<file path="config.mk">
export PLATFORM = sky130hd
export DESIGN_NAME = asa_alarm_core
export DESIGN_NICKNAME = d
export VERILOG_FILES = /design/src/pkg/asa_pkg.sv /design/src/pkg/asa_gpio_if.sv /design/src/hdl/asa_gpio_map.sv /design/src/hdl/asa_alarm_core.sv
export VERILOG_INCLUDE_DIRS = /design/src /design/src/pkg
export SDC_FILE = /design/constraint.sdc
export NUM_CORES = 1
export LEC_CHECK = 0
export BUFFER_PORTS_ARGS = -buffer_cell sky130_fd_sc_hd__buf_2
export CAP_MARGIN = 20
export CORE_MARGIN = 5
export CORE_UTILIZATION = 35
export CTS_CLUSTER_DIAMETER = 80
export DETAILED_ROUTE_END_ITERATION = 8
export PLACE_DENSITY = 0.54
export SYNTH_ARGS = -nofsm -noshare
export SYNTH_HDL_FRONTEND = slang
export SYNTH_SLANG_ARGS = --single-unit
</file>
<file path="constraint.sdc">
create_clock -name i_clk -period 3.78 [get_ports i_clk]
set_input_delay 0 -clock i_clk [delete_from_list [all_inputs] [get_ports i_clk]]
set_output_delay 0 -clock i_clk [all_outputs]
set_load 0.01 [all_outputs]
</file>
<file path="src/pkg/asa_consts.svh">
// constants for the alarm sticky aggregation block
`ifndef ASA_CONSTS_SVH
`define ASA_CONSTS_SVH

`define ASA_NUM_REFS 4
`define ASA_NUM_LOOPS 5
`define ASA_NUM_GPIO 8
`define ASA_REF_ALARMS 3
`define ASA_LOOP_ALARMS 2
`define ASA_NUM_ALARMS 22
`define ASA_NUM_BLOCKS 9
`define ASA_STATE_W 3
`define ASA_SEL_W 5
`define ASA_ALERT_HOLD_NS 200000
`define ASA_CLK_NS 10
`define ASA_ALERT_HOLD_CYC (`ASA_ALERT_HOLD_NS / `ASA_CLK_NS)
`define ASA_LOOP_HOLDOVER 3'h4
`define ASA_LOOP_LOCKED 3'h3

`endif

</file>
<file path="src/pkg/asa_pkg.sv">
// types for the alarm sticky aggregation block
`include "asa_consts.svh"
package asa_pkg;
    typedef logic [`ASA_NUM_ALARMS-1:0] asa_alarms_t;
    typedef logic [`ASA_NUM_BLOCKS-1:0] asa_blocks_t;
    typedef logic [`ASA_NUM_LOOPS-1:0][`ASA_STATE_W-1:0] asa_loop_state_t;
    typedef enum logic [1:0] {
        ASA_GPIO_OFF,
        ASA_GPIO_LIVE,
        ASA_GPIO_STICKY,
        ASA_GPIO_ALERT
    } asa_gpio_mode_t;
    typedef logic [`ASA_NUM_GPIO-1:0][`ASA_SEL_W-1:0] asa_gpio_sel_t;
    typedef asa_gpio_mode_t [`ASA_NUM_GPIO-1:0] asa_gpio_modes_t;
endpackage : asa_pkg

</file>
<file path="src/pkg/asa_gpio_if.sv">
// alarm state passed from the core to the gpio mapper
`timescale 1ns/1ps
interface asa_gpio_if;
    import asa_pkg::*;
    asa_alarms_t live;
    asa_alarms_t sticky;
    logic alert;
    modport core (output live, output sticky, output alert);
    modport mapper (input live, input sticky, input alert);
endinterface : asa_gpio_if

</file>
<file path="src/hdl/asa_gpio_map.sv">
// per-gpio alarm selection and polarity
`timescale 1ns/1ps
`include "asa_consts.svh"
module asa_gpio_map (
    input wire logic i_clk,
    input wire logic i_rst_n,
    asa_gpio_if.mapper src,
    input asa_pkg::asa_gpio_modes_t i_mode,
    input asa_pkg::asa_gpio_sel_t i_sel,
    input wire logic [`ASA_NUM_GPIO-1:0] i_invert,
    output logic [`ASA_NUM_GPIO-1:0] o_gpio,
    output logic [`ASA_NUM_GPIO-1:0] o_gpio_oe
);
    import asa_pkg::*;

    typedef struct packed {
        logic [`ASA_NUM_GPIO-1:0] pin;
        logic [`ASA_NUM_GPIO-1:0] oe;
    } asa_map_state_t;

    asa_map_state_t state;
    asa_map_state_t next_state;

    function automatic logic pick(input asa_alarms_t v, input logic [`ASA_SEL_W-1:0] s);
        pick = (s < `ASA_NUM_ALARMS) ? v[s] : 1'b0;
    endfunction : pick

    always_comb begin
        next_state = state;
        for (int g = 0; g < `ASA_NUM_GPIO; g++) begin
            logic raw;
            raw = 1'b0;
            unique case (i_mode[g])
                ASA_GPIO_OFF: raw = 1'b0;
                ASA_GPIO_LIVE: raw = pick(src.live, i_sel[g]);
                ASA_GPIO_STICKY: raw = pick(src.sticky, i_sel[g]);
                ASA_GPIO_ALERT: raw = src.alert;
            endcase
            // high means present; inversion flips both single and alert pins
            next_state.pin[g] = raw ^ i_invert[g];
            next_state.oe[g] = (i_mode[g] != ASA_GPIO_OFF);
        end
    end

    always_ff @(posedge i_clk or negedge i_rst_n) begin
        if (!i_rst_n) begin
            state <= '0;
        end else begin
            state <= next_state;
        end
    end

    assign o_gpio = state.pin;
    assign o_gpio_oe = state.oe;
endmodule : asa_gpio_map

</file>
<file path="src/hdl/asa_alarm_core.sv">
// alarm live, sticky, block sticky and alert aggregation
// How it works
// live bit is current alarm, unlatched
// sticky holds until software clear
// sticky sets on every live change while global enable is high
// gpio shows live or sticky alarm
// per gpio polarity inversion
// alert uses sticky bits only
// alert is OR of enabled stickies
// alert polarity may be inverted
// one gpio may carry the alert
// holdover live while loop in holdover
// locked live needs loop and apll locked
// sources: three ref, two loop alarms
// loop stickies on state transitions
// live, sticky, clear, enables per alarm
// clear any combination in one write
// block stickies hold alert until cleared
// software clears individual before block stickies
// alert may lag clears by 200 us
// global enable gates all sources
// loop state field readable
// all status readable as ports
// los gpio shows live state
// lock/holdover gpio live or sticky
// set wins over simultaneous clear
`timescale 1ns/1ps
`include "asa_consts.svh"
module asa_alarm_core (
    input wire logic i_clk,
    input wire logic i_rst_n,
    input wire logic [`ASA_NUM_REFS-1:0] i_ref_freq_alarm,
    input wire logic [`ASA_NUM_REFS-1:0] i_ref_los_alarm,
    input wire logic [`ASA_NUM_REFS-1:0] i_ref_activity_alarm,
    input asa_pkg::asa_loop_state_t i_loop_state,
    input wire logic i_apll_locked,
    input wire logic i_global_enable,
    input asa_pkg::asa_alarms_t i_sticky_clear,
    input asa_pkg::asa_blocks_t i_block_clear,
    input asa_pkg::asa_alarms_t i_alert_enable,
    input asa_pkg::asa_gpio_modes_t i_gpio_mode,
    input asa_pkg::asa_gpio_sel_t i_gpio_sel,
    input wire logic [`ASA_NUM_GPIO-1:0] i_gpio_invert,
    output asa_pkg::asa_alarms_t o_live,
    output asa_pkg::asa_alarms_t o_sticky,
    output asa_pkg::asa_blocks_t o_block_sticky,
    output asa_pkg::asa_loop_state_t o_loop_state,
    output logic o_alert,
    output logic [`ASA_NUM_GPIO-1:0] o_gpio,
    output logic [`ASA_NUM_GPIO-1:0] o_gpio_oe
);
    import asa_pkg::*;

    localparam int REF_BITS = `ASA_NUM_REFS * `ASA_REF_ALARMS;
    localparam int LOOP_BITS = `ASA_NUM_LOOPS * `ASA_LOOP_ALARMS;

    typedef struct packed {
        logic [`ASA_NUM_REFS-1:0] fr_m;
        logic [`ASA_NUM_REFS-1:0] ls_m;
        logic [`ASA_NUM_REFS-1:0] ac_m;
        logic [`ASA_NUM_REFS-1:0] fr_s;
        logic [`ASA_NUM_REFS-1:0] ls_s;
        logic [`ASA_NUM_REFS-1:0] ac_s;
        logic ap_m;
        logic ap_s;
        logic ap_p;
        asa_loop_state_t st_m;
        asa_loop_state_t st_s;
        asa_loop_state_t st_p;
        asa_loop_state_t st_q;
        asa_alarms_t live;
        asa_alarms_t sticky;
        asa_blocks_t block;
        asa_loop_state_t loop_state;
        logic alert;
        logic [17:0] hold;
    } asa_core_state_t;

    asa_core_state_t state;
    asa_core_state_t next_state;
    asa_alarms_t cur_live;
    asa_alarms_t changed;
    asa_blocks_t hits;

    asa_gpio_if link();

    // slot layout: ref r owns 3r..3r+2, loop l owns 12+2l (holdover) and 13+2l (locked)
    function automatic int ref_slot(input int r, input int k);
        ref_slot = `ASA_REF_ALARMS * r + k;
    endfunction : ref_slot

    function automatic int hold_slot(input int l);
        hold_slot = REF_BITS + `ASA_LOOP_ALARMS * l;
    endfunction : hold_slot

    function automatic int lock_slot(input int l);
        lock_slot = hold_slot(l) + 1;
    endfunction : lock_slot

    function automatic asa_blocks_t block_of(input int a);
        block_of = '0;
        if (a < REF_BITS) begin
            block_of[a / `ASA_REF_ALARMS] = 1'b1;
        end else if (a < REF_BITS + LOOP_BITS) begin
            block_of[`ASA_NUM_REFS + (a - REF_BITS) / `ASA_LOOP_ALARMS] = 1'b1;
        end
    endfunction : block_of

    function automatic asa_alarms_t ref_live(
        input logic [`ASA_NUM_REFS-1:0] freq,
        input logic [`ASA_NUM_REFS-1:0] los,
        input logic [`ASA_NUM_REFS-1:0] act
    );
        ref_live = '0;
        for (int r = 0; r < `ASA_NUM_REFS; r++) begin
            ref_live[ref_slot(r, 0)] = freq[r];
            ref_live[ref_slot(r, 1)] = los[r];
            ref_live[ref_slot(r, 2)] = act[r];
        end
    endfunction : ref_live

    // a loop counts as locked only while the system apll is locked too
    function automatic asa_alarms_t loop_live(input asa_loop_state_t st, input logic apll);
        loop_live = '0;
        for (int l = 0; l < `ASA_NUM_LOOPS; l++) begin
            loop_live[hold_slot(l)] = (st[l] == `ASA_LOOP_HOLDOVER);
            loop_live[lock_slot(l)] = (st[l] == `ASA_LOOP_LOCKED) && apll;
        end
    endfunction : loop_live

    // a state word is taken only after two equal synchronised samples, so a code
    // caught mid-change is never decoded; costs two cycles of latency
    function automatic asa_loop_state_t settle(
        input asa_loop_state_t held,
        input asa_loop_state_t now,
        input asa_loop_state_t prev
    );
        settle = held;
        for (int l = 0; l < `ASA_NUM_LOOPS; l++) begin
            if (now[l] == prev[l]) begin
                settle[l] = now[l];
            end
        end
    endfunction : settle

    // only alarms enabled toward the alert may raise a block sticky
    function automatic asa_blocks_t raise_blocks(input asa_alarms_t hit, input asa_alarms_t en);
        raise_blocks = '0;
        for (int a = 0; a < `ASA_NUM_ALARMS; a++) begin
            if (hit[a] && en[a]) begin
                raise_blocks = raise_blocks | block_of(a);
            end
        end
    endfunction : raise_blocks

    function automatic logic [17:0] next_hold(input logic feed, input logic [17:0] hold);
        if (feed) begin
            next_hold = 18'(`ASA_ALERT_HOLD_CYC);
        end else if (hold != 18'h0) begin
            next_hold = hold - 18'h1;
        end else begin
            next_hold = 18'h0;
        end
    endfunction : next_hold

    always_comb begin
        cur_live = ref_live(state.fr_s, state.ls_s, state.ac_s);
        cur_live = cur_live | loop_live(state.st_q, state.ap_p);
    end

    always_comb begin
        logic feed;
        feed = 1'b0;
        next_state = state;

        // two-flop synchronisers on the monitor and loop status levels
        next_state.fr_m = i_ref_freq_alarm;
        next_state.ls_m = i_ref_los_alarm;
        next_state.ac_m = i_ref_activity_alarm;
        next_state.ap_m = i_apll_locked;
        next_state.st_m = i_loop_state;
        next_state.fr_s = state.fr_m;
        next_state.ls_s = state.ls_m;
        next_state.ac_s = state.ac_m;
        next_state.ap_s = state.ap_m;
        next_state.st_s = state.st_m;

        // settle stage for the state words; the apll level is delayed one cycle here, one cycle less than the settled state words
        next_state.st_p = state.st_s;
        next_state.st_q = settle(state.st_q, state.st_s, state.st_p);
        next_state.ap_p = state.ap_s;

        next_state.live = cur_live;
        next_state.loop_state = state.st_q;

        // global enable masks new events only; held stickies stay readable
        changed = (cur_live ^ state.live) & {`ASA_NUM_ALARMS{i_global_enable}};
        // set wins over clear so an event on the clear cycle is kept
        next_state.sticky = (state.sticky & ~i_sticky_clear) | changed;

        // a still-set individual sticky re-raises its block bit, so clear those first
        hits = raise_blocks(changed | state.sticky, i_alert_enable);
        next_state.block = (state.block & ~i_block_clear) | hits;

        // alert only from enabled stickies plus block stickies
        feed = |(state.sticky & i_alert_enable) || |state.block;
        // release lags the last clear by the hold count, within the allowed window
        next_state.hold = next_hold(feed, state.hold);
        next_state.alert = feed || (state.hold > 18'h1);
    end

    always_ff @(posedge i_clk or negedge i_rst_n) begin
        if (!i_rst_n) begin
            state <= '0;
        end else begin
            state <= next_state;
        end
    end

    assign link.live = state.live;
    assign link.sticky = state.sticky;
    assign link.alert = state.alert;

    asa_gpio_map u_map (
        .i_clk(i_clk),
        .i_rst_n(i_rst_n),
        .src(link.mapper),
        .i_mode(i_gpio_mode),
        .i_sel(i_gpio_sel),
        .i_invert(i_gpio_invert),
        .o_gpio(o_gpio),
        .o_gpio_oe(o_gpio_oe)
    );

    assign o_live = state.live;
    assign o_sticky = state.sticky;
    assign o_block_sticky = state.block;
    assign o_loop_state = state.loop_state;
    assign o_alert = state.alert;
endmodule : asa_alarm_core

</file>
# Yosys cells after proc, flatten, opt, wreduce, memory -nomap -nowiden
# Cells that the tools add are included.
word_totals:
  wordCells: 291
  out_inout_bits: 85
  regBits: 190
  in_bits: 148
op_classes:
  n_mux: 105
  n_bitwise: 40
  n_eq_ne: 39
  order_cmp: 17
  add_sub_neg: 1
  n_reduce_logical: 48
op_table:
  columns: ["op", "n"]
  rows:
  - ["two-way mux 9 bit", 21]
  - ["binary-select mux 1 bit (select 5 bit)", 16]
  - ["bitwise AND 22 bit", 3]
  - ["two-way mux 1 bit", 58]
  - ["less-than comparator 5 x 6 -> 1 bit (second input constant)", 8]
  - ["OR 22 bit", 2]
  - ["less-than comparator 5 bit (second input constant)", 8]
  - ["two-way mux 18 bit", 2]
  - ["== test 2 bit (second input constant)", 16]
  - ["one-hot mux 1 bit (4 select lines)", 8]
  - ["logical AND 1 bit", 27]
  - ["OR 9 x 2 -> 9 bit", 3]
  - ["OR 9 x 3 -> 9 bit", 3]
  - ["OR 9 x 5 -> 9 bit", 3]
  - ["OR 9 bit", 3]
  - ["inverter 22 bit", 1]
  - ["OR 12 x 22 -> 22 bit", 1]
  - ["OR reduction 22 bit", 1]
  - ["bitwise XOR 22 bit", 1]
  - ["> comparator 18 x 1 -> 1 bit (second input constant)", 1]
  - ["OR 9 x 1 -> 9 bit", 2]
  - ["OR 9 x 4 -> 9 bit", 2]
  - ["OR 9 x 6 -> 9 bit", 2]
  - ["OR 9 x 7 -> 9 bit", 2]
  - ["14 further kinds", 56]

# Logic depth before layout (Yosys ltp)
# Gate-level depths: netlist of the first run.
logic_depth:
  depth_word: 51
  mapped_depth: 8
  mapped_depth_nobuf: 6

# By module
# A second synthesis of the first run with hierarchy kept.
hier_totals:
  hier_cells: 826
  area_unflattened_um2: 10441.3
by_module_without_submodules:
  columns: ["mod", "cells_per_inst", "instances", "seq_area_each_um2", "area_each_um2"]
  rows:
  - ["asa_alarm_core", 521, 1, 4354.2, 6631.4]
  - ["asa_gpio_map", 305, 1, 400.4, 3809.9]

# Worst setup path after synthesis of the first run
# No wires, ideal clock.
synth_timing:
  kind: "register to register"
  from: "reg state[11] in the netlist's numbering"
  to: "reg state[12] in the netlist's numbering"
  required_time_ns: 3.661
  period_less_slack_ns: 2.250
  setup_time_ns: 0.119
  path_buffers: 1
  arrival_ns: 2.131
  stages_incl_launch_ff: 7
  slack_ns: 1.530
  path_cell_list: "dfrtp_1 > or4_4 > or3_4 > or4b_4 > o21ai_2 > buf_6 > nor2_1"
synth_rtl:
  columns: ["item", "line_no", "text"]
  rows:
  - ["from (decl)", "asa_alarm_core.sv:79", "asa_core_state_t state;"]
  - ["from (signal assigned)", "asa_alarm_core.sv:216", "state <= next_state;"]

==> results by group, run 1 <==
Detailed routing
  • DRT iter0 DRCs: 739
  • Via count: 7921
  • Highest Signal Layer: met5
  • Wire length per cell: 22.1 um
  • DRT Wirelength: 33300 um
  • Routed Antenna Nets: 0
  • DRC: 0
  • Metal1 wirelength: 14100 um
  • Via/cell ratio: 5.26
  • Metal3 WL: 2640 um
  • Met2 WL: 15700 um
  • Drt first pass iters: 7

Layout
  • Area delta synth->final: 27.1%
  • Footprint of the multi-input gates: 4680 sq um
  • Fillcell total: 2700
  • Sequential Area: 4750 sq um
  • Layout cells sized above 1: 34.9%
  • NumNets Final: 1253

Floorplanning
  • I/O Pins: 233
  • Core Rows: 62
  • Core area: 28900 sq um
  • Starting density of the core: 35.6%
  • DIE WIDTH: 181 um
  • Die H: 181 um
  • Die area: 32900 sq um

GRT
  • GRT Total Usage: 20.1%
  • Pin count of the biggest net entering global routing: 119
  • Number of global-route vias before repair: 8243
  • Initial antenna violation count: 10
  • First-pass GRT wire length: 50600 um
  • GRT overflow: 0

CTS
  • Post-CTS Setup Bufs: 0
  • CTS Buf Count: 17
  • Reg clk slew, reported paths: 90 ps
  • CTS tree: done
  • Clk_lat worst skew: 460 ps
  • CTS root buffer: clkbuf_16
  • Clk sinks: 190
  • H-tree Lvls: 4
  • Longest Clk Path Bufs: 2

Critical path
  • CP startpoint: o_sticky[11]
  • Startpoint type of the worst setup path: flop
  • R2R Path Start: o_sticky[11]
  • CP peak stage delay: 780 ps
  • CP Buf/Inv Count: 1
  • Critical Path End Type: flop
  • Worst path slowest cell: a2111oi_0
  • Worst EP required: 4180 ps
  • Worst endpoint data arrival time: 3460 ps
  • CP max FO: 11
  • Crit path kind: reg -> reg
  • Critical path's top delay family: compound AO/OA/AOI/OAI gates
  • Crit-path cells: mux4_2 -> mux2i_1 -> nor3_1 -> a2111oi_0 -> o32a_1 -> xnor2_1 -> dlygate4sd3_1

Logic synthesis
  • Yosys reg bits: 190
  • Net Count, Synth: 995
  • Synth area leader: dfrtp_1
  • Mapped cell area: 10300 sq um
  • Cell variety after synth: 51
  • Number of synthesized flops with an enable pin: 0
  • Async SR Flop Fraction: 100%
  • Area contributors post-synth: dfrtp_1, mux4_2, buf_4
  • Synth top area share: 46.2%
  • Synth warnings: 0
  • Sequential share of the synthesized area: 46.2%
  • Syn Inst Count: 845
  • Main synth FF type: dfrtp_1
  • List of most frequent post-synthesis cells: dfrtp_1, mux4_2, buf_4
  • Most common cell in the synthesized netlist: dfrtp_1
  • Mean Syn Cell Area: 12.2 sq um

Power
  • Worst IR Drop VDD: 292 uV
  • Switching pwr: 1.98 mW
  • Power share of the combinational group: 24.3%
  • Leakage: 5.65 nW
  • Sequential power share: 43.0%
  • Internal power: 4.03 mW
  • Pwr dens: 460 nW/um^2
  • Pwr Total: 6.02 mW
  • Clock power frac: 32.7%
  • Sw Share: 33.0%

STA
  • Clock Skews: 27.3 ps
  • Period utilization: 81.1%
  • Slew HR: 32.7%
  • Count of pins over their slew limit: 0
  • Tmin final: 3060 ps
  • Endpoints failing setup: 0
  • Final Hold Vio Count: 0
  • Setup TNS: 0 ps
  • Fmax: 0.326 GHz
  • Worst setup margin: 716 ps
  • Hold_ws: 60.3 ps
  • RSZ-0062 raised after global routing: no
  • Worst-Margin Slew: 1010 ps

Placed design
  • GP Congestion: 0.838
  • Setup WS pre-CTS: 1030 ps
  • PortBufs: 232
  • DP HPWL: 24400 um

Run
  • Max cap viols: 0

Hold path
  • Type of the worst min-delay path: in -> reg
  • Hold_sp: i_alert_enable[21]

Status
  • Status: completed
cell usage in the layout (no fill, tap or decap), drive strengths merged, types with 18 or more instances in the layout:
cell type / count
xor2: 25
o22ai: 18
buf: 235
nor2: 49
dlygate4sd3: 113
mux4: 72
xnor2: 36
mux2i: 33
dfrtp: 190
mux2: 37
clkbuf: 18
inv: 51
o21ai: 50
nand2: 35
flip-flops by register name (all words and copies together) (netlist names):
name and flops:
o_block_sticky 9, o_loop_state 15, next_state 59, u_map.o_gpio 8
state 46, o_alert 1, u_map.o_gpio_oe 8, o_live 22
o_sticky 22
final cells by class:
| type | instances | share of cell area (%) |
|---|---|---|
| antenna | 5 | 0.0957 |
| clock buffer | 17 | 3.25 |
| clock inverter | 15 | 1.72 |
| inverter | 43 | 1.23 |
| multi-input combinational | 502 | 35.8 |
| sequential | 190 | 36.4 |
| tap | 384 | 3.67 |
| timing repair buffer | 349 | 17.8 |
through the flow:
step	utilization (%)	instances	instance area, sq um
final	45.3	1505	13100
after detailed placement	39.1	1355	11300
after global routing	45.3	1505	13100
after floorplan	-	845	10300
after global placement	39.1	1355	11300
after CTS	45.3	1500	13100
metal layers:
metal	track usage, %	up-vias
met5	0	-
met3	5.88	52
met2	32.0	337
met1	26.6	3941
met4	6.39	8
li1	-	3583
repair_timing:
item / in CTS / in global routing
hold buffers: 113 / 0
gates resized for setup: 0 / 0
endpoints found under the hold margin: 190 / 0
worst reg2reg max path: cells and delay by family (launching register included):
family                    cells  cell delay [ps]
xor gates and xnor gates      1              110
and+or+nand+nor               1               50
muxes                         2              680
buffers and inverters         1              570
DFF                           1              520
AOI/OAI and AO/OA             2             1080
cell families (layout without fill, tap and decap cells):
kind of cell / after synthesis / in the layout / share of synthesized area [%]
other: 0 / 5 / 0
xor gates and xnor gates: 61 / 61 / 5.19
AOI/OAI and AO/OA: 138 / 138 / 9.10
adders and majority gates: 2 / 2 / 0.243
and+or+nand+nor: 159 / 159 / 7.97
muxes: 142 / 142 / 23.0
buffers and inverters: 153 / 424 / 8.24
DFF: 190 / 190 / 46.2
worst paths after layout:
kind	endpoint	slack (ps)	cells past startpoint
setup / recovery	u_map.o_gpio[1]	720	7
hold / removal	o_alert	60	5
setup reg to reg	u_map.o_gpio[1]	720	7
hold reg to reg	next_state[112]	350	0
max in group asynchronous	o_loop_state[9]	2560	3
min in group asynchronous	u_map.o_gpio[3]	210	2
power by group through the flow:
stage	clock (mW)	sequential [mW]	combinational [mW]
floorplan	0	2.48	1.01
global placement	0	2.61	1.31
detailed placement	0	2.63	1.30
CTS	2.01	2.59	1.47
global route	2.09	2.63	1.58
finish	1.97	2.59	1.46
(Power assumes the default switching activity.)
==> run 2: changes to the inputs <==
==> constraint.sdc (replaced) <==
create_clock -name i_clk -period 2.93 [get_ports i_clk]
set_input_delay 0 -clock i_clk [delete_from_list [all_inputs] [get_ports i_clk]]
set_output_delay 0 -clock i_clk [all_outputs]
set_load 0.01 [all_outputs]
==> run 2 against run 1 <==
Worst hold slack worse by 19 ps. Sequential power up 28%. Register-to-register slack worse by 540 ps. Clock-buffer cell count unchanged. Core utilization up 0.21 points. Wire length up 0.59%. Flip-flop and latch count unchanged. Power up 30%. Combinational power up 35%. Clock power up 29%. Critical endpoint is now u_map.o_gpio[0].
==> results by group, run 2 (synthesis results as in run 1) <==
Status
  • Status: completed

Floorplanning
  • Core Rows: 62
  • Die H: 181 um
  • Starting density of the core: 35.6%
  • I/O Pins: 233
  • DIE WIDTH: 181 um
  • Die area: 32900 sq um
  • Core area: 28900 sq um

Hold path
  • Type of the worst min-delay path: in -> reg
  • Hold path cells: 4

Detailed routing
  • Via/cell ratio: 5.30
  • Routed Antenna Nets: 0
  • Via count: 8023
  • DRT Wirelength: 33500 um
  • Drt first pass iters: 7
  • DRT iter0 DRCs: 690
  • DRC: 0
  • Wire length per cell: 22.2 um

Placed design
  • DP HPWL: 24600 um
  • Placed instance area: 11400 sq um
  • Setup WS pre-CTS: 411 ps
  • Dpl cells: 1364
  • PortBufs: 232
  • GP Congestion: 0.840

Critical path
  • Worst path slowest cell: dlygate4sd3_1
  • Startpoint type of the worst setup path: flop
  • Worst EP required: 3300 ps
  • Worst R2R Path Depth: 7
  • Worst endpoint data arrival time: 3120 ps
  • Crit path kind: reg -> reg
  • Crit-path cells: mux4_2 -> a221o_1 -> a22oi_1 -> o221ai_1 -> a31oi_1 -> xnor2_1 -> dlygate4sd3_1
  • CP max FO: 10
  • Critical Path End Type: flop
  • CP peak stage delay: 560 ps

Power
  • Pwr Total: 7.82 mW
  • Sw Share: 33.8%
  • Sequential power share: 42.3%
  • Pwr dens: 595 nW/um^2
  • Switching pwr: 2.64 mW
  • Internal power: 5.18 mW
  • Power share of the combinational group: 25.2%
  • Worst IR Drop VDD: 369 uV
  • Clock power frac: 32.5%
  • Leakage: 5.69 nW

Layout
  • Design area: 13100 sq um
  • Area delta synth->final: 27.7%
  • NumNets Final: 1260
  • Max reg flops: 59
  • Utilization after layout: 45.5%
  • Layout cells sized above 1: 35.4%
  • Fin cells: 1513
  • Most frequent cells in the layout: buf_2, dfrtp_1, dlygate4sd3_1
  • Most common cell after layout, fill and taps aside: buf_2

STA
  • Hold_ws: 41.6 ps
  • Tmin final: 2750 ps
  • Worst setup margin: 177 ps
  • Period utilization: 94.0%
  • Count of pins over their slew limit: 0
  • Worst-Margin Slew: 904 ps
  • Endpoints failing setup: 0
  • Fmax: 0.363 GHz
  • Clock Skews: 14.0 ps
  • Setup TNS: 0 ps
  • Slew HR: 38.2%
  • RSZ-0062 raised after global routing: no
  • Final Hold Vio Count: 0

Run
  • Max cap viols: 0

GRT
  • Initial antenna violation count: 10
  • Pin count of the biggest net entering global routing: 64
  • First-pass GRT wire length: 50800 um
  • GRT overflow: 0
  • GRT Total Usage: 20.2%
  • Number of global-route vias before repair: 8153

CTS
  • CTS root buffer: clkbuf_16
  • Clk_lat worst skew: 440 ps
  • CTS tree: done
  • Longest Clk Path Bufs: 2
  • H-tree Lvls: 4
  • Post-CTS Setup Bufs: 0
  • Clk sinks: 190
  • Reg clk slew, reported paths: 90 ps
  • CTS Buf Count: 17
[run 2: critical path, delay by kind of cell, from the launching register on]
family          cells  cell delay (ps)
compound gates      4              910
xor+xnor            1              160
buf+inv             1              560
flops               1              550
mux                 1              520
[run 2: area by class of cell]
cell class / instances / area (sq um)
Sequential cell: 190 / 4750
Multi-Input combinational cell: 502 / 4680
Clock inverter: 15 / 224
Inverter: 43 / 161
Fill cell: 2684 / 15700
Antenna cell: 6 / 15.0
Clock buffer: 17 / 425
Tap cell: 384 / 480
Timing Repair Buffer: 356 / 2390
[run 2: final timing paths]
check                                 from                  to  slack [ps]
min reg2reg                next_state[126]     next_state[111]         350
max reg2reg                      o_live[6]     u_map.o_gpio[0]         180
min in group asynchronous          i_rst_n  u_map.o_gpio_oe[4]         110
max in group asynchronous          i_rst_n      next_state[19]        1950
max                              o_live[6]     u_map.o_gpio[0]         180
min                         i_gpio_mode[2]     u_map.o_gpio[1]          40
[run 2: power groups by stage]
stage	clock (mW)	combinational, mW	sequential (mW)
5_1_grt	2.71	2.12	3.35
4_1_cts	2.61	1.97	3.31
2_1_floorplan	0	1.30	3.20
3_5_place_dp	0	1.77	3.35
3_3_place_gp	0	1.76	3.34
6_report	2.54	1.97	3.31
[run 2: metal layers]
| layer | vias up | track usage (%) | wire length (um) |
|---|---|---|---|
| met4 | 8 | 5.94 | 827 |
| met1 | 3971 | 27.2 | 13800 |
| met3 | 56 | 5.46 | 2830 |
| met5 | - | 0 | 54 |
| li1 | 3605 | - | - |
| met2 | 383 | 32.2 | 16100 |
[run 2: repair_timing]
item | 4_1_cts | 5_1_grt
hold endpoints to repair | 132 | 0
hold buffers | 111 | 0
resized for setup | 0 | 0
